[src/include/lpm_map.svh]
`ifndef LPM_MAP_SVH
`define LPM_MAP_SVH

// number of gated peripheral clock enables
`define LPM_NUM_PERIPH        8
// clock period and the two wake-up times, in nanoseconds
`define LPM_CLK_PERIOD_NS     100
`define LPM_OSC_RESTART_NS    400000
`define LPM_OSC_KEPT_WAKE_NS  2000
// width of the wake-up counter
`define LPM_WAKE_CNT_W        12
// reset values and the peripheral all-off pattern
`define LPM_CFG_RESET         1'b0
`define LPM_CNT_RESET         12'h000
`define LPM_PERIPH_ALL_ON     8'hff
`define LPM_PERIPH_ALL_OFF    8'h00

`endif

[src/include/lpm_pkg.sv]
`default_nettype none
`include "lpm_map.svh"

package lpm_pkg;

  // power mode states
  typedef enum logic [2:0] {
    LPM_RUN       = 3'b000,
    LPM_IDLE      = 3'b001,
    LPM_FULL_HALT = 3'b010,
    LPM_OSC_HALT  = 3'b011,
    LPM_WAKE      = 3'b100
  } lpm_state_type;

  // clock enables that leave the controller together
  typedef struct packed {
    logic                       osc;
    logic                       sys;
    logic                       cpu;
    logic                       tick;
    logic                       wdog;
    logic [`LPM_NUM_PERIPH-1:0] periph;
  } lpm_clk_en_type;

  // reset request sources
  typedef struct packed {
    logic pin_n;
    logic clock_reset_generator;
    logic low_voltage_reset_request;
  } lpm_rst_req_type;

endpackage

`default_nettype wire

[src/rtl/lpm_ctrl.sv]
`default_nettype none
`include "lpm_map.svh"

module lpm_ctrl
  import lpm_pkg::*;
#(
  parameter int NUM_PERIPH   = `LPM_NUM_PERIPH,
  parameter int OSC_RESTART_NS = `LPM_OSC_RESTART_NS,
  parameter int OSC_KEPT_NS  = `LPM_OSC_KEPT_WAKE_NS
) (
  input  wire logic                  core_clk,
  input  wire logic                  rst,
  input  wire lpm_rst_req_type       rst_req,
  input  wire logic                  halt_instr,
  input  wire logic                  idle_wait_instruction,
  input  wire logic                  cfg_wr,
  input  wire logic                  cfg_osc_kept,
  input  wire logic                  ext_irq,
  input  wire logic                  any_irq,
  input  wire logic                  tick_keep,
  input  wire logic                  wdog_keep,
  input  wire logic [NUM_PERIPH-1:0] periph_idle_gate,
  input  wire logic                  nv_unsecured,
  output lpm_clk_en_type             clk_en_q,
  output logic                       bus_hold_q,
  output logic                       sys_rst_q,
  output logic                       secured_q,
  output logic                       ram_clear_q,
  output lpm_state_type              state_q
);

  // wake counts: a least time, so round up
  localparam int FULL_WAKE_CYC =
    (OSC_RESTART_NS + `LPM_CLK_PERIOD_NS - 1) / `LPM_CLK_PERIOD_NS;
  localparam int OSC_WAKE_CYC =
    (OSC_KEPT_NS + `LPM_CLK_PERIOD_NS - 1) / `LPM_CLK_PERIOD_NS;
  localparam logic [`LPM_WAKE_CNT_W-1:0] FULL_WAKE_LD = FULL_WAKE_CYC[`LPM_WAKE_CNT_W-1:0];
  localparam logic [`LPM_WAKE_CNT_W-1:0] OSC_WAKE_LD  = OSC_WAKE_CYC[`LPM_WAKE_CNT_W-1:0];
  localparam logic [`LPM_WAKE_CNT_W-1:0] CNT_ONE      = `LPM_WAKE_CNT_W'(1);

  // elaboration checks
  if (NUM_PERIPH != `LPM_NUM_PERIPH) begin : g_bad_width
    $error("NUM_PERIPH must match the clock enable struct");
  end
  if (FULL_WAKE_CYC >= (1 << `LPM_WAKE_CNT_W) || OSC_WAKE_CYC < 1 ||
      OSC_WAKE_CYC >= FULL_WAKE_CYC) begin : g_bad_wake
    $error("wake counts out of range or not ordered");
  end

  logic                      any_rst;
  logic                      halt_sel_q;
  logic [`LPM_WAKE_CNT_W-1:0] wake_cnt_q;
  lpm_state_type             state_d;
  lpm_clk_en_type            clk_en_d;

  // merge of all reset requests
  // four reset sources: rst plus the three request lines
  assign any_rst = rst || !rst_req.pin_n || rst_req.clock_reset_generator ||
                   rst_req.low_voltage_reset_request;

  // registered system reset out
  always_ff @(posedge core_clk) begin
    sys_rst_q <= any_rst;
  end

  // halt flavour select
  // select bit, full halt out of reset
  always_ff @(posedge core_clk) begin
    if (any_rst) begin
      halt_sel_q <= `LPM_CFG_RESET;
    end else if (cfg_wr && state_q == LPM_RUN) begin
      halt_sel_q <= cfg_osc_kept;
    end
  end

  // mode sequencing
  always_comb begin
    state_d = state_q;
    case (state_q)
      LPM_RUN: begin
        if (halt_instr) begin
          state_d = halt_sel_q ? LPM_OSC_HALT : LPM_FULL_HALT;
        end else if (idle_wait_instruction) begin
          state_d = LPM_IDLE;
        end
      end
      LPM_IDLE: begin
        if (any_irq) begin
          state_d = LPM_RUN;
        end
      end
      LPM_FULL_HALT: begin
        // only an external interrupt (or reset) leaves it
        if (ext_irq) begin
          state_d = LPM_WAKE;
        end
      end
      LPM_OSC_HALT: begin
        if (any_irq) begin
          state_d = LPM_WAKE;
        end
      end
      LPM_WAKE: begin
        if (wake_cnt_q == CNT_ONE) begin
          state_d = LPM_RUN;
        end
      end
      default: state_d = LPM_RUN;
    endcase
  end

  // state register
  // start-up state on any reset
  always_ff @(posedge core_clk) begin
    if (any_rst) begin
      state_q <= LPM_RUN;
    end else begin
      state_q <= state_d;
    end
  end

  // wake-up delay counter
  // short wake when oscillator kept
  always_ff @(posedge core_clk) begin
    if (any_rst) begin
      wake_cnt_q <= `LPM_CNT_RESET;
    end else if (state_q == LPM_FULL_HALT && ext_irq) begin
      wake_cnt_q <= FULL_WAKE_LD;
    end else if (state_q == LPM_OSC_HALT && any_irq) begin
      wake_cnt_q <= OSC_WAKE_LD;
    end else if (state_q == LPM_WAKE && wake_cnt_q != `LPM_CNT_RESET) begin
      wake_cnt_q <= wake_cnt_q - CNT_ONE;
    end
  end

  // wake bookkeeping for the checks: which halt is being left
  logic                       wake_osc_q;
  logic [`LPM_WAKE_CNT_W-1:0] wake_len_q;

  // remember the flavour of the halt that the wake-up came from
  always_ff @(posedge core_clk) begin
    if (any_rst) begin
      wake_osc_q <= 1'b0;
    end else if (state_q == LPM_OSC_HALT && any_irq) begin
      wake_osc_q <= 1'b1;
    end else if (state_q == LPM_FULL_HALT && ext_irq) begin
      wake_osc_q <= 1'b0;
    end
  end

  // cycles spent in wake so far, cleared one cycle after wake is left
  always_ff @(posedge core_clk) begin
    if (any_rst || state_q != LPM_WAKE) begin
      wake_len_q <= `LPM_CNT_RESET;
    end else begin
      wake_len_q <= wake_len_q + CNT_ONE;
    end
  end

  // clock enables for the next state
  always_comb begin
    clk_en_d.osc    = 1'b1;
    clk_en_d.sys    = 1'b1;
    clk_en_d.cpu    = 1'b1;
    clk_en_d.tick   = 1'b1;
    clk_en_d.wdog   = 1'b1;
    clk_en_d.periph = `LPM_PERIPH_ALL_ON;
    case (state_d)
      LPM_RUN: begin
        clk_en_d.cpu = 1'b1;
      end
      LPM_IDLE: begin
        clk_en_d.cpu    = 1'b0;
        clk_en_d.periph = ~periph_idle_gate;
      end
      LPM_FULL_HALT: begin
        clk_en_d.osc    = 1'b0;
        clk_en_d.sys    = 1'b0;
        clk_en_d.cpu    = 1'b0;
        clk_en_d.tick   = 1'b0;
        clk_en_d.wdog   = 1'b0;
        clk_en_d.periph = `LPM_PERIPH_ALL_OFF;
      end
      LPM_OSC_HALT: begin
        // oscillator on, tick and watchdog optional
        clk_en_d.sys    = 1'b0;
        clk_en_d.cpu    = 1'b0;
        clk_en_d.tick   = tick_keep;
        clk_en_d.wdog   = wdog_keep;
        clk_en_d.periph = `LPM_PERIPH_ALL_OFF;
      end
      LPM_WAKE: begin
        // oscillator settles before anything else restarts
        clk_en_d.sys    = 1'b0;
        clk_en_d.cpu    = 1'b0;
        clk_en_d.tick   = 1'b0;
        clk_en_d.wdog   = 1'b0;
        clk_en_d.periph = `LPM_PERIPH_ALL_OFF;
      end
      default: clk_en_d.cpu = 1'b1;
    endcase
  end

  // clock enable outputs
  always_ff @(posedge core_clk) begin
    if (any_rst) begin
      clk_en_q <= '{osc: 1'b1, sys: 1'b1, cpu: 1'b1, tick: 1'b1, wdog: 1'b1,
                    periph: `LPM_PERIPH_ALL_ON};
    end else begin
      clk_en_q <= clk_en_d;
    end
  end

  // core bus freeze
  // buses static in idle wait
  always_ff @(posedge core_clk) begin
    if (any_rst) begin
      bus_hold_q <= 1'b0;
    end else begin
      bus_hold_q <= (state_d == LPM_IDLE);
    end
  end

  // security state taken at each reset
  // secured again unless unsecure was programmed
  always_ff @(posedge core_clk) begin
    if (any_rst) begin
      secured_q <= !nv_unsecured;
    end
  end

  // ram is never touched by reset
  // no ram clear on reset
  always_ff @(posedge core_clk) begin
    ram_clear_q <= 1'b0;
  end

  // checks
  a_full_halt_off: assert property (@(posedge core_clk) disable iff (any_rst)
    state_q == LPM_FULL_HALT |-> !clk_en_q.osc && !clk_en_q.sys && clk_en_q.periph == '0)
    else $error("clock still enabled in full halt");

  a_full_halt_exit: assert property (@(posedge core_clk) disable iff (any_rst)
    state_q == LPM_FULL_HALT && !ext_irq |=> state_q == LPM_FULL_HALT)
    else $error("full halt left without interrupt");

  a_halt_select: assert property (@(posedge core_clk) disable iff (any_rst)
    state_q == LPM_RUN && halt_instr |=>
      state_q == ($past(halt_sel_q) ? LPM_OSC_HALT : LPM_FULL_HALT))
    else $error("halt instruction took wrong flavour");

  a_sel_reset: assert property (@(posedge core_clk)
    any_rst |=> !halt_sel_q)
    else $error("halt select not full halt after reset");

  a_osc_kept: assert property (@(posedge core_clk) disable iff (any_rst)
    state_q == LPM_OSC_HALT |-> clk_en_q.osc && clk_en_q.periph == '0 && !clk_en_q.cpu)
    else $error("oscillator-kept halt clocks wrong");

  a_osc_wake_time: assert property (@(posedge core_clk) disable iff (any_rst)
    state_q == LPM_WAKE && wake_osc_q && wake_len_q == OSC_WAKE_LD - CNT_ONE |=>
      state_q == LPM_RUN)
    else $error("oscillator-kept wake time wrong");

  a_full_wake_min: assert property (@(posedge core_clk) disable iff (any_rst)
    state_q == LPM_WAKE && !wake_osc_q && wake_len_q < FULL_WAKE_LD - CNT_ONE |=>
      state_q == LPM_WAKE)
    else $error("full halt wake ended too early");

  a_idle_clocks: assert property (@(posedge core_clk) disable iff (any_rst)
    state_q == LPM_RUN && !halt_instr && idle_wait_instruction |=>
      !clk_en_q.cpu && clk_en_q.sys && bus_hold_q &&
      clk_en_q.periph == ~$past(periph_idle_gate))
    else $error("idle wait clocks or bus hold wrong");

  a_reset_merge: assert property (@(posedge core_clk)
    !rst_req.pin_n || rst_req.clock_reset_generator ||
      rst_req.low_voltage_reset_request |=> sys_rst_q)
    else $error("reset request not forwarded");

  a_ram_kept: assert property (@(posedge core_clk)
    sys_rst_q |-> !ram_clear_q)
    else $error("ram clear during reset");

  a_secure_reset: assert property (@(posedge core_clk)
    any_rst && !nv_unsecured |=> secured_q)
    else $error("part not secured after reset");

endmodule

`default_nettype wire

[config.mk]
export PLATFORM = sky130hd
export DESIGN_NAME = lpm_ctrl
export DESIGN_NICKNAME = d
export VERILOG_FILES = /design/src/include/lpm_pkg.sv /design/src/rtl/lpm_ctrl.sv
export VERILOG_INCLUDE_DIRS = /design/src /design/src/include
export SDC_FILE = /design/constraint.sdc
export NUM_CORES = 1
export LEC_CHECK = 0
export CAP_MARGIN = 30
export CORE_UTILIZATION = 40
export DETAILED_ROUTE_END_ITERATION = 10
export DONT_BUFFER_PORTS = 1
export HOLD_SLACK_MARGIN = 0.12
export PLACE_DENSITY = 0.59
export SLEW_MARGIN = 5
export SYNTH_ARGS = -nofsm -noshare
export SYNTH_HDL_FRONTEND = slang
export SYNTH_SLANG_ARGS = --single-unit
export TNS_END_PERCENT = 1
[constraint.sdc]
create_clock -name core_clk -period 6.05 [get_ports core_clk]
set_clock_uncertainty 0.2 [all_clocks]
set_input_delay 0.3025 -clock core_clk [delete_from_list [all_inputs] [get_ports core_clk]]
set_output_delay 0.3025 -clock core_clk [all_outputs]
set_load 0.01 [all_outputs]
# Word level (Yosys, flattened, before mapping)
# Cells that the tools add are included.
[op_classes]
n_addsub = 1
div = 0
mux = 16
bitwise_logic = 1
multipliers = 0
n_reduce_logical = 18
shifts = 0
magnitude_cmp = 0
n_eq_ne = 9
[ops]
columns = ["op", "count"]
rows = [
  ["$mux W12", 3],
  ["$mux W3", 6],
  ["$pmux W8 S2", 1],
  ["$pmux W3 S5", 1],
  ["$eq A12 B1 Y1 const B", 1],
  ["$eq A3 B2 Y1 const B", 4],
  ["$reduce_bool A12 Y1", 1],
  ["$sub A12 B1 Y12 const B", 1],
  ["$not A8 Y8", 1],
  ["$eq A3 B1 Y1 const B", 2],
  ["$eq A3 B3 Y1 const B", 2],
  ["$reduce_or A3 Y1", 2],
  ["$logic_and A1 B1 Y1", 4],
  ["$mux W1", 4],
  ["$pmux W2 S2", 1],
  ["$reduce_or A2 Y1", 2],
  ["$reduce_or A4 Y1", 1],
  ["$logic_not A3 Y1", 1],
  ["$logic_or A1 B1 Y1", 3],
  ["$reduce_bool A3 Y1", 1],
  ["$logic_not A1 Y1", 2],
  ["$reduce_bool A2 Y1", 1],
]
[totals]
mem_count = 0
latch_bits = 0
rom_bits = 0
elab_cells = 59
mem_bits_rw = 0
output_inout_bits = 20
register_bits = 32

# Longest topological paths before layout
# Gate-level depths: netlist of the first run.
[depth]
depth_word = 6
depth_mapped = 7
depth_no_buf = 7

# Worst setup path before layout of the first run
# Ideal clock, no wire load.
[synth_path]
path_kind = "register to register"
start = "reg state_q[2]"
end = "reg wake_cnt_q[9]"
period_less_slack_ps = 2059
path_buffers = 1
path_stages_with_launch = 6
path_slack_ps = 3991
arrival_time_ps = 1743
setup_time_ps = 117
cell_sequence = "dfxtp_1 > buf_6 > or3b_4 > a41oi_2 > mux2_2 > a22o_1"
[synth_between]
elab_chain_cells = 4
elab_cells_between_ends = 9
classes_between = "eq/ne (3); mux (2); reduce/logical (4)"
[synth_lines]
columns = ["element", "line", "source"]
rows = [
  ["from (decl)", "lpm_ctrl.sv:29", "output lpm_state_type state_q"],
  ["from (signal assigned)", "lpm_ctrl.sv:118", "state_q <= state_d;"],
  ["$eq A3 B2 Y1", "lpm_ctrl.sv:129", "end else if (state_q == LPM_OSC_HALT && any_irq) begin"],
  ["$logic_and A1 B1 Y1", "n/a", ""],
  ["$mux W12", "lpm_ctrl.sv:129", ""],
  ["$mux W12", "lpm_ctrl.sv:127", "end else if (state_q == LPM_FULL_HALT && ext_irq) begin"],
  ["to (signal assigned)", "lpm_ctrl.sv:126", "wake_cnt_q <= `LPM_CNT_RESET;"],
  ["to (signal assigned)", "lpm_ctrl.sv:132", "wake_cnt_q <= wake_cnt_q - CNT_ONE;"],
  ["to (decl)", "lpm_ctrl.sv:52", "logic [`LPM_WAKE_CNT_W-1:0] wake_cnt_q;"],
]
# Parallel ways exist; a longest one is shown, timed or not.
# A chain may end at the register's enable or synchronous reset.

# Worst setup path after layout of the first run
# Ends and elaborated chain as after synthesis.

==> metrics, run 1 <==
Setup crit end kind=register; CP required=6030 ps; cts hold-fix bufs=17; Critical Path AT=2330 ps; met2 routed WL=1.79 mm; Synthesized Nets=179; Combinational Power Share=5.0%; starting density of the core=43.1%; PortBufs=0; Clock power frac=42.9%; Fin Setup TNS=0 ps; Pint=0.000332 W; DRC Markers=0; number of gates resized after CTS=0; endpoints failing setup=0; largest net degree at the start of global routing=15; metal3 WL=229 microns; WL/cell=15.6 microns; Placeable Area=0.00344 sq mm; Post-synth EDFFs=1; sequential power share=52.2%; Slew HR=62.9%; CTS Root Cell=clkbuf_8; Finished Core Util=51.4%; IO Pins=42; Via Count=1274; fmax=425 MHz; cell chain of the critical path=or3b_4 > a41oi_2 > mux2_2 > a22o_1; worst vdd ir=79.4 uV; Final Hold Vio Count=0; number of max-cap violations=0; GRT Util Overall=18.8%; cts bufs inserted=5; clock sink count=32; Final min period=2350 ps; worst-skew pair later-pin latency=280 ps; wl on met1=1.37 mm; Area growth, synth to finish=19.3%; Least-Margin Pin Slew=553 ps; htree depth=2; status=finished, final reports clean; initial antenna violation count=0; async set-reset flop share out of synthesis=0%; Die X=62.9 microns; Routed Antenna Nets=0; CTS tree=yes; top layer in use=met4; chip height=62.9 microns; Ys Warns=0; Pins Over Slew Limit=0; Sw Share=20.5%; hold crit path type=in2reg; Worst-path clk slew=60 ps; share of post-route cells with drive strength above 1=12.7%; sequential share of the synthesized area=43.9%; violation count after the first detailed-route iteration=111; CP Launch Type=register; critical path peak fanout=11; Max Root-Sink Buffers=2; Crit Path Class=reg2reg; sw power=0.0000854 W; drt pass-1 iters=4; post-CTS setup buffer count=0; total grt overflow=0; DP HPWL=2.33 mm; count of cell types in the netlist=49; LEAKAGE=0.650 nW; Slowest-stage cell, CP=dfxtp_1; final period utilization=38.9%; die area=0.00395 sq mm; PD cells=236 mW/mm^2; flops & latches, synth=32; first-pass GRT wire length=5.80 mm; Mapped Area=0.00148 sq mm; total power draw=0.000417 W; Synth Flop Type=dfxtp_1; post-synthesis area per instance=9.63 sq um; Site Rows=21; global placer's final weighted congestion=0.854; fin nets=197; unrepaired setup endpoints after global routing=no; Fin Hold WS=159 ps; WL final=3.43 mm; vias in the first global route=1260; Synth Instances=154; vias per inst=5.82; # diodes=0; Max stage delay on crit path=570 ps
[cell usage after synthesis (all sizes together) (2+ instances only)]
library cell,instances,area (sq um)
nor4b,2,32.5
o211ai,2,15.0
o2bb2ai,2,17.5
or4b,2,20.0
nand3b,3,22.5
nand2,11,41.3
o31ai,3,22.5
or4,4,30.0
or3,4,26.3
o41ai,2,17.5
nor2b,2,12.5
nor3,3,25.0
o311ai,2,17.5
buf,5,40.0
a21oi,14,73.8
o21ai,5,25.0
nand2b,3,18.8
mux2i,4,40.0
a31oi,7,43.8
a31o,2,17.5
nand3,5,25.0
a21o,2,15.0
nor2,7,26.3
ha,3,37.5
inv,7,26.3
dfxtp,31,621
mux2,2,22.5
[sequential cells by signal, summed over array words and instances, names as in the netlist]
register	flops
clk_en_q	13
wake_cnt_q	12
halt_sel_q	1
state_q	3
bus_hold_q	1
sys_rst_q	1
secured_q	1
[layout by cell type (no fill, tap or decap), types with 2 or more instances in the layout]
master and n:
nand3_1 5, o211ai_1 2, nor3_2 2, nand2_1 11, dfxtp_1 31, nand3b_1 3, o2bb2ai_1 2, nor2_1 7
nor2b_1 2, a21oi_1 13, o21ai_0 5, nand2b_1 3, mux2_2 2, dlygate4sd3_1 17, o31ai_1 3, o311ai_0 2
a21o_1 2, ha_1 3, or3_1 3, or4_1 4, inv_1 7, mux2i_1 4, a31oi_1 7, o41ai_1 2
a31o_2 2, clkbuf_8 5
[power by group through the flow]
stage	clock [W]	combinational, W	sequential (W)
floorplan	0	0.0000107	0.000222
global placement	0	0.0000113	0.000222
detailed placement	0	0.0000116	0.000223
CTS	0.000183	0.0000204	0.000218
global route	0.000191	0.0000227	0.000218
finish	0.000179	0.0000207	0.000218
[area by class of cell]
type / count / area (sq um)
clock buffers: 7 / 97.6
clock inverters: 1 / 5.00
fillers: 304 / 1670
inverters: 7 / 26.3
multi-input cells: 109 / 762
flip-flops and latches: 32 / 651
well taps: 46 / 57.6
repair buffers: 17 / 170
[routing by layer]
layer  vias up  GRT usage (%)
met5         -              0
met4         0           7.56
met3         4           6.02
met2        48           32.8
met1       611           20.9
li1        611              -
[worst paths after layout]
path / from / endpoint / slack, ps / cells past startpoint
setup / recovery: state_q[2] / wake_cnt_q[9] / 3700 / 4
hold reg to reg: wake_cnt_q[7] / wake_cnt_q[7] / 310 / 2
setup reg to reg: state_q[2] / wake_cnt_q[9] / 3700 / 4
hold / removal: any_irq / clk_en_q[12] / 160 / 3
[kinds of logic (layout without fill, tap and decap cells)]
logic type                 after synthesis  in the layout  synth area share, %
DFF                                     32             32                 43.9
adders and majority gates                3              3                 2.53
AOI/OAI and AO/OA                       47             47                 21.9
buffers and inverters                   13             32                 4.73
and+or+nand+nor                         52             52                 22.4
muxes                                    6              6                 4.22
other                                    1              1                0.253
[per-stage QoR]
step                instance area [sq um]  setup WS (ps)  instances
CTS                                  1770           3720        219
global placement                     1500           3740        194
global route                         1770           3600        219
finish                               1770           3700        219
floorplan                            1480           3990        154
detailed placement                   1500           3680        194
[critical path, delay by kind of cell, from the launching register on]
kind / cells / cell delay, ps
AOI/OAI and AO/OA: 2 / 620
DFF: 1 / 570
muxes: 1 / 400
and+or+nand+nor: 1 / 460
(Power assumes the default switching activity.)
==> inputs of run 2 (changes only) <==
==> constraint.sdc (replaced) <==
create_clock -name core_clk -period 2.2 [get_ports core_clk]
set_clock_uncertainty 0.2 [all_clocks]
set_input_delay 0.11 -clock core_clk [delete_from_list [all_inputs] [get_ports core_clk]]
set_output_delay 0.11 -clock core_clk [all_outputs]
set_load 0.01 [all_outputs]
==> run 2 against run 1 <==
Sequential cell count unchanged; worst setup slack got worse by 3600 ps; combinational power increased to 3.4 times the previous value; wire length increased by 4.2%.
==> metrics, run 2 (same netlist as run 1, synthesis figures left out) <==
Via Count=1305 (+2.4%); htree depth=2 (unchanged); PD cells=634 mW/mm^2 (+170%); Crit Path Class=reg2reg; first-pass GRT wire length=6.00 mm (+3.6%); DRC Markers=0 (unchanged); fin nets=213 (+8.1%); Slew HR=64.1% (+1.1 points); most frequent cells in the layout=31 x dfxtp_1, 21 x dlygate4sd3_1, 13 x a21oi_1; IO Pins=42 (unchanged); WL/cell=15.2 microns (-2.9%); Routed Antenna Nets=0 (unchanged); Area growth, synth to finish=28.8%; CTS Root Cell=clkbuf_8; Final Hold Vio Count=0 (unchanged); DP HPWL=2.49 mm (+7.1%); worst-skew pair later-pin latency=280 ps (about the same); LEAKAGE=0.721 nW (+11%); final period utilization=94.5% (+56 points); endpoints failing setup=0 (unchanged); worst vdd ir=302 uV (+280%); Hold Path End=clk_en_q[10]; Critical R2R Capture=wake_cnt_q[10]; CP Launch Type=register; GRT Util Overall=19.5% (+0.69 points); fmax=481 MHz (+13%); Largest register FFs=13 (unchanged); drt pass-1 iters=4 (unchanged); CTS tree=yes; PortBufs=0 (unchanged); largest net degree at the start of global routing=15 (unchanged); global placer's final weighted congestion=0.885 (+3.7%); Final min period=2080 ps (-274 ps); status=finished, final reports clean; share of post-route cells with drive strength above 1=18.5% (+5.8 points); HP Start=rst_req[2]; most common cell after layout, fill and taps aside=dfxtp_1; Pins Over Slew Limit=0 (unchanged); post-CTS setup buffer count=0 (unchanged); vias in the first global route=1209 (-4.0%); chip height=62.9 microns (unchanged); Hold Path Depth=4 (+1); initial antenna violation count=0 (unchanged); total grt overflow=0 (unchanged); R2R depth=7 (+3); Least-Margin Pin Slew=536 ps (-16.5 ps); total power draw=0.00121 W (+190%); Reg-to-Reg Start=wake_cnt_q[0]; Fin Setup TNS=0 ps (unchanged); clock sink count=32 (unchanged); Critical Path AT=2090 ps (-240 ps); Worst-path clk slew=60 ps (about the same); Fin Hold WS=130 ps (-29.4 ps); Site Rows=21 (unchanged); Max Root-Sink Buffers=2 (unchanged); registers with the most flip-flops=clk_en_q: 13 flops, wake_cnt_q: 12 flops, state_q: 3 flops; # diodes=0 (unchanged); reg2reg setup slack=120 ps (-3580 ps); hold crit path type=in2reg; number of max-cap violations=0 (unchanged); WL final=3.57 mm (+4.2%); violation count after the first detailed-route iteration=59 (-47%); Die X=62.9 microns (unchanged); unrepaired setup endpoints after global routing=no; Placeable Area=0.00344 sq mm (unchanged); Setup crit end kind=register; die area=0.00395 sq mm (unchanged); Largest Register=clk_en_q; cts bufs inserted=5 (unchanged); critical path peak fanout=5 (-6); starting density of the core=43.1% (unchanged); vias per inst=5.55 (-4.5%); CP required=2210 ps (-3820 ps)
==> run 2: how the worst max path moves through the flow <==
stage                     cells past startpoint     startpoint             end  slack (ps)
after floorplan                               5     state_q[2]   wake_cnt_q[9]         140
after CTS                                     7  wake_cnt_q[1]     clk_en_q[8]          30
after detailed placement                      7  wake_cnt_q[1]     clk_en_q[8]          40
after global routing                          7  wake_cnt_q[0]  wake_cnt_q[10]           1
after global placement                        7  wake_cnt_q[1]     clk_en_q[8]         130
final                                         7  wake_cnt_q[0]  wake_cnt_q[10]         120
==> run 2: where the power goes <==
group / internal [W] / switching, W
logic: 0.0000409 / 0.0000294
registers: 0.000590 / 0.00000688
clock network: 0.000336 / 0.000208
total: 0.000967 / 0.000244
==> run 2: area by class of cell <==
cell class | count | area [sq um]
Fill cell | 313 | 1530
Multi-Input combinational cell | 109 | 767
Sequential cell | 32 | 651
Timing Repair Buffer | 33 | 300
Clock buffer | 6 | 72.6
Tap cell | 46 | 57.6
Clock inverter | 2 | 35.0
Inverter | 7 | 26.3
==> run 2: per-layer routing <==
metal  vias to the layer above  part of all wire [%]  global-route usage [%]
li1                        643                     -                       -
met1                       617                    43                    24.2
met2                        39                    50                    32.4
met3                         6                   5.3                    5.29
met4                         0                   1.1                    6.10
met5                         -                     0                       0
==> run 2: through the flow <==
step | util, % | setup slack [ps] | area (sq um) | instances
after global routing | 55.5 | 1.13 | 1910 | 235
after floorplan | - | 141 | 1480 | 154
after detailed placement | 45.9 | 41.7 | 1580 | 205
after CTS | 55.4 | 27.1 | 1910 | 235
final | 55.5 | 121 | 1910 | 235
after global placement | 45.9 | 131 | 1580 | 205
==> run 2: timing repair <==
item | 4_1_cts | 5_1_grt
hold buffers | 22 | 0
gates resized for setup | 0 | 2
setup endpoints to repair | 0 | 13
endpoints found under the hold margin | 32 | 0
==> run 2: critical path, cell delays in order (launching register included) <==
cell and delay (ps):
dfxtp_1 320, buf_4 150, inv_1 100, ha_1 230, inv_1 110, or4_1 550
o31ai_1 230, o2bb2ai_1 130
==> inputs of run 3 (changes only) <==
--- a/config.mk
+++ b/config.mk
@@ -8,6 +8,7 @@
 export LEC_CHECK = 0
 export CAP_MARGIN = 30
 export CORE_UTILIZATION = 40
+export CTS_BUF_LIST = sky130_fd_sc_hd__clkbuf_4 sky130_fd_sc_hd__clkbuf_8 sky130_fd_sc_hd__clkbuf_16
 export DETAILED_ROUTE_END_ITERATION = 10
 export DONT_BUFFER_PORTS = 1
 export HOLD_SLACK_MARGIN = 0.12
==> run 3 against run 2 <==
Utilization grew 0.11 points; fmax about the same; hold slack gained 0.74 ps; largest cell class unchanged; register-to-register slack about the same; final cell count did not move; via count about the same; combinational power is essentially flat; worst setup slack better by 1.0 ps; sequential power hardly changed; total power increased by 1.0%; critical path depth stayed put; wire length is 0.48% lower.
==> metrics, run 3 (same netlist as run 1, synthesis figures left out) <==
post-place instance area=0.00158 sq mm (unchanged); Reg-to-Reg Start=wake_cnt_q[0]; Least-Margin Pin Slew=539 ps (+2.56 ps); cell area after layout=0.00191 sq mm (+0.20%); CTS tree=yes; Critical R2R Capture=wake_cnt_q[10]; dpl cells=205 (unchanged); final cell count without fillers=235 (unchanged); worst-skew pair later-pin latency=280 ps (about the same); die area=0.00395 sq mm (unchanged); Die X=62.9 microns (unchanged); Area growth, synth to finish=29.0%; global placer's final weighted congestion=0.885 (unchanged); Site Rows=21 (unchanged); reg2reg setup slack=120 ps (about the same); clock sink count=32 (unchanged); Hold Path End=clk_en_q[10]; Placeable Area=0.00344 sq mm (unchanged); CP required=2210 ps (about the same); Finished Core Util=55.6% (+0.11 points); critical path peak fanout=5 (unchanged); initial antenna violation count=0 (unchanged); most frequent cells in the layout=31 x dfxtp_1, 21 x dlygate4sd3_1, 13 x a21oi_1; Crit Path Class=reg2reg; crit-path most repeated cell=inv_1; starting density of the core=43.1% (unchanged); Setup crit end kind=register; LEAKAGE=0.724 nW (+0.47%); PortBufs=0 (unchanged); Pins Over Slew Limit=0 (unchanged); Final min period=2080 ps (-1.01 ps); post-CTS setup buffer count=0 (unchanged); total grt overflow=0 (unchanged); Slowest-stage cell, CP=or4_1; violation count after the first detailed-route iteration=58 (-1.7%); WL final=3.55 mm (-0.48%); number of max-cap violations=0 (unchanged); fmax=481 MHz (about the same); Critical Path AT=2090 ps (about the same); Max stage delay on crit path=550 ps (about the same); HP Start=rst_req[2]; Max Root-Sink Buffers=2 (unchanged); Via Count=1306 (+0.077%); CP top delay family=simple AND/OR/NAND/NOR gates; Worst-path clk slew=60 ps (about the same); most common cell after layout, fill and taps aside=dfxtp_1; Largest Register=clk_en_q; Crit path buffers/inverters=3 (unchanged); first-pass GRT wire length=6.02 mm (+0.22%); WL/cell=15.1 microns (-0.48%); Slew HR=63.9% (-0.17 points); Hold Path Depth=4 (unchanged); chip height=62.9 microns (unchanged); status=finished, final reports clean; CP Launch Type=register; Fin Setup TNS=0 ps (unchanged); htree depth=2 (unchanged); hold crit path type=in2reg; # diodes=0 (unchanged); DP HPWL=2.49 mm (unchanged); endpoints failing setup=0 (unchanged); Routed Antenna Nets=0 (unchanged); drt pass-1 iters=4 (unchanged); CTS Root Cell=clkbuf_8; vias in the first global route=1209 (unchanged); Final Hold Vio Count=0 (unchanged); cell chain of the critical path=buf_4 > inv_1 > ha_1 > inv_1 > or4_1 > o31ai_1 > o2bb2ai_1; R2R depth=7 (unchanged); Fin Hold WS=131 ps (+0.739 ps); cts bufs inserted=5 (unchanged); PD cells=639 mW/mm^2 (+0.80%); registers with the most flip-flops=clk_en_q: 13 flops, wake_cnt_q: 12 flops, state_q: 3 flops; worst vdd ir=343 uV (+13%); vias per inst=5.56 (about the same); fin nets=213 (unchanged); IO Pins=42 (unchanged); share of post-route cells with drive strength above 1=19.0% (+0.53 points); # fillers=314 (+0.32%); Largest register FFs=13 (unchanged); unrepaired setup endpoints after global routing=no; DRC Markers=0 (unchanged); largest net degree at the start of global routing=15 (unchanged); final period utilization=94.5% (about the same); GRT Util Overall=19.5% (+0.023 points)
## run 3: cell counts in the layout (fill, tap and decap cells not counted)
Identical to the previous run, type by type.
## run 3: worst min-delay path, stage by stage
cell and delay (ps):
nor4b_4 110, buf_4 120, buf_4 160, o21ai_0 70
## run 3: how the worst max path moves through the flow
| stage | cells after the start | slack, ps | end | from |
|---|---|---|---|---|
| detailed placement | 7 | 40 | clk_en_q[8] | wake_cnt_q[1] |
| global route | 7 | 1 | wake_cnt_q[10] | wake_cnt_q[0] |
| floorplan | 5 | 140 | wake_cnt_q[9] | state_q[2] |
| CTS | 7 | 30 | clk_en_q[8] | wake_cnt_q[1] |
| global placement | 7 | 130 | clk_en_q[8] | wake_cnt_q[1] |
| finish | 7 | 120 | wake_cnt_q[10] | wake_cnt_q[0] |
## run 3: layout make-up
class                      instances  area, sq um  share of cell area (%)
multi-input combinational        109          767                    40.1
timing repair buffer              33          300                    15.7
inverter                           7         26.3                    1.37
tap                               46         57.6                    3.01
clock inverter                     2         35.0                    1.83
sequential                        32          651                    34.0
clock buffer                       6         76.3                    3.99
## run 3: power breakdown
part,internal [W],switching (W)
Sequential,0.000590,0.00000688
Clock,0.000348,0.000208
Combinational,0.0000409,0.0000293
Total,0.000979,0.000244
## run 3: per-layer routing
layer,up-vias,track usage [%],share of wire (%)
met4,0,6.10,1.2
li1,644,-,-
met3,6,5.29,4.8
met5,-,0,0
met2,37,32.4,50
met1,619,24.3,44
## run 3: repair_timing
action,in CTS,in global routing
hold buffers,22,0
hold endpoints to repair,32,0
setup endpoints to repair,0,13
resized for setup,0,2
## run 3: metrics by stage
stage / worst slack [ps] / total power (W)
after floorplan: 141 / 0.000639
after global placement: 131 / 0.000645
after detailed placement: 41.7 / 0.000646
after CTS: 27.0 / 0.00124
after global routing: 1.07 / 0.00127
final: 122 / 0.00122
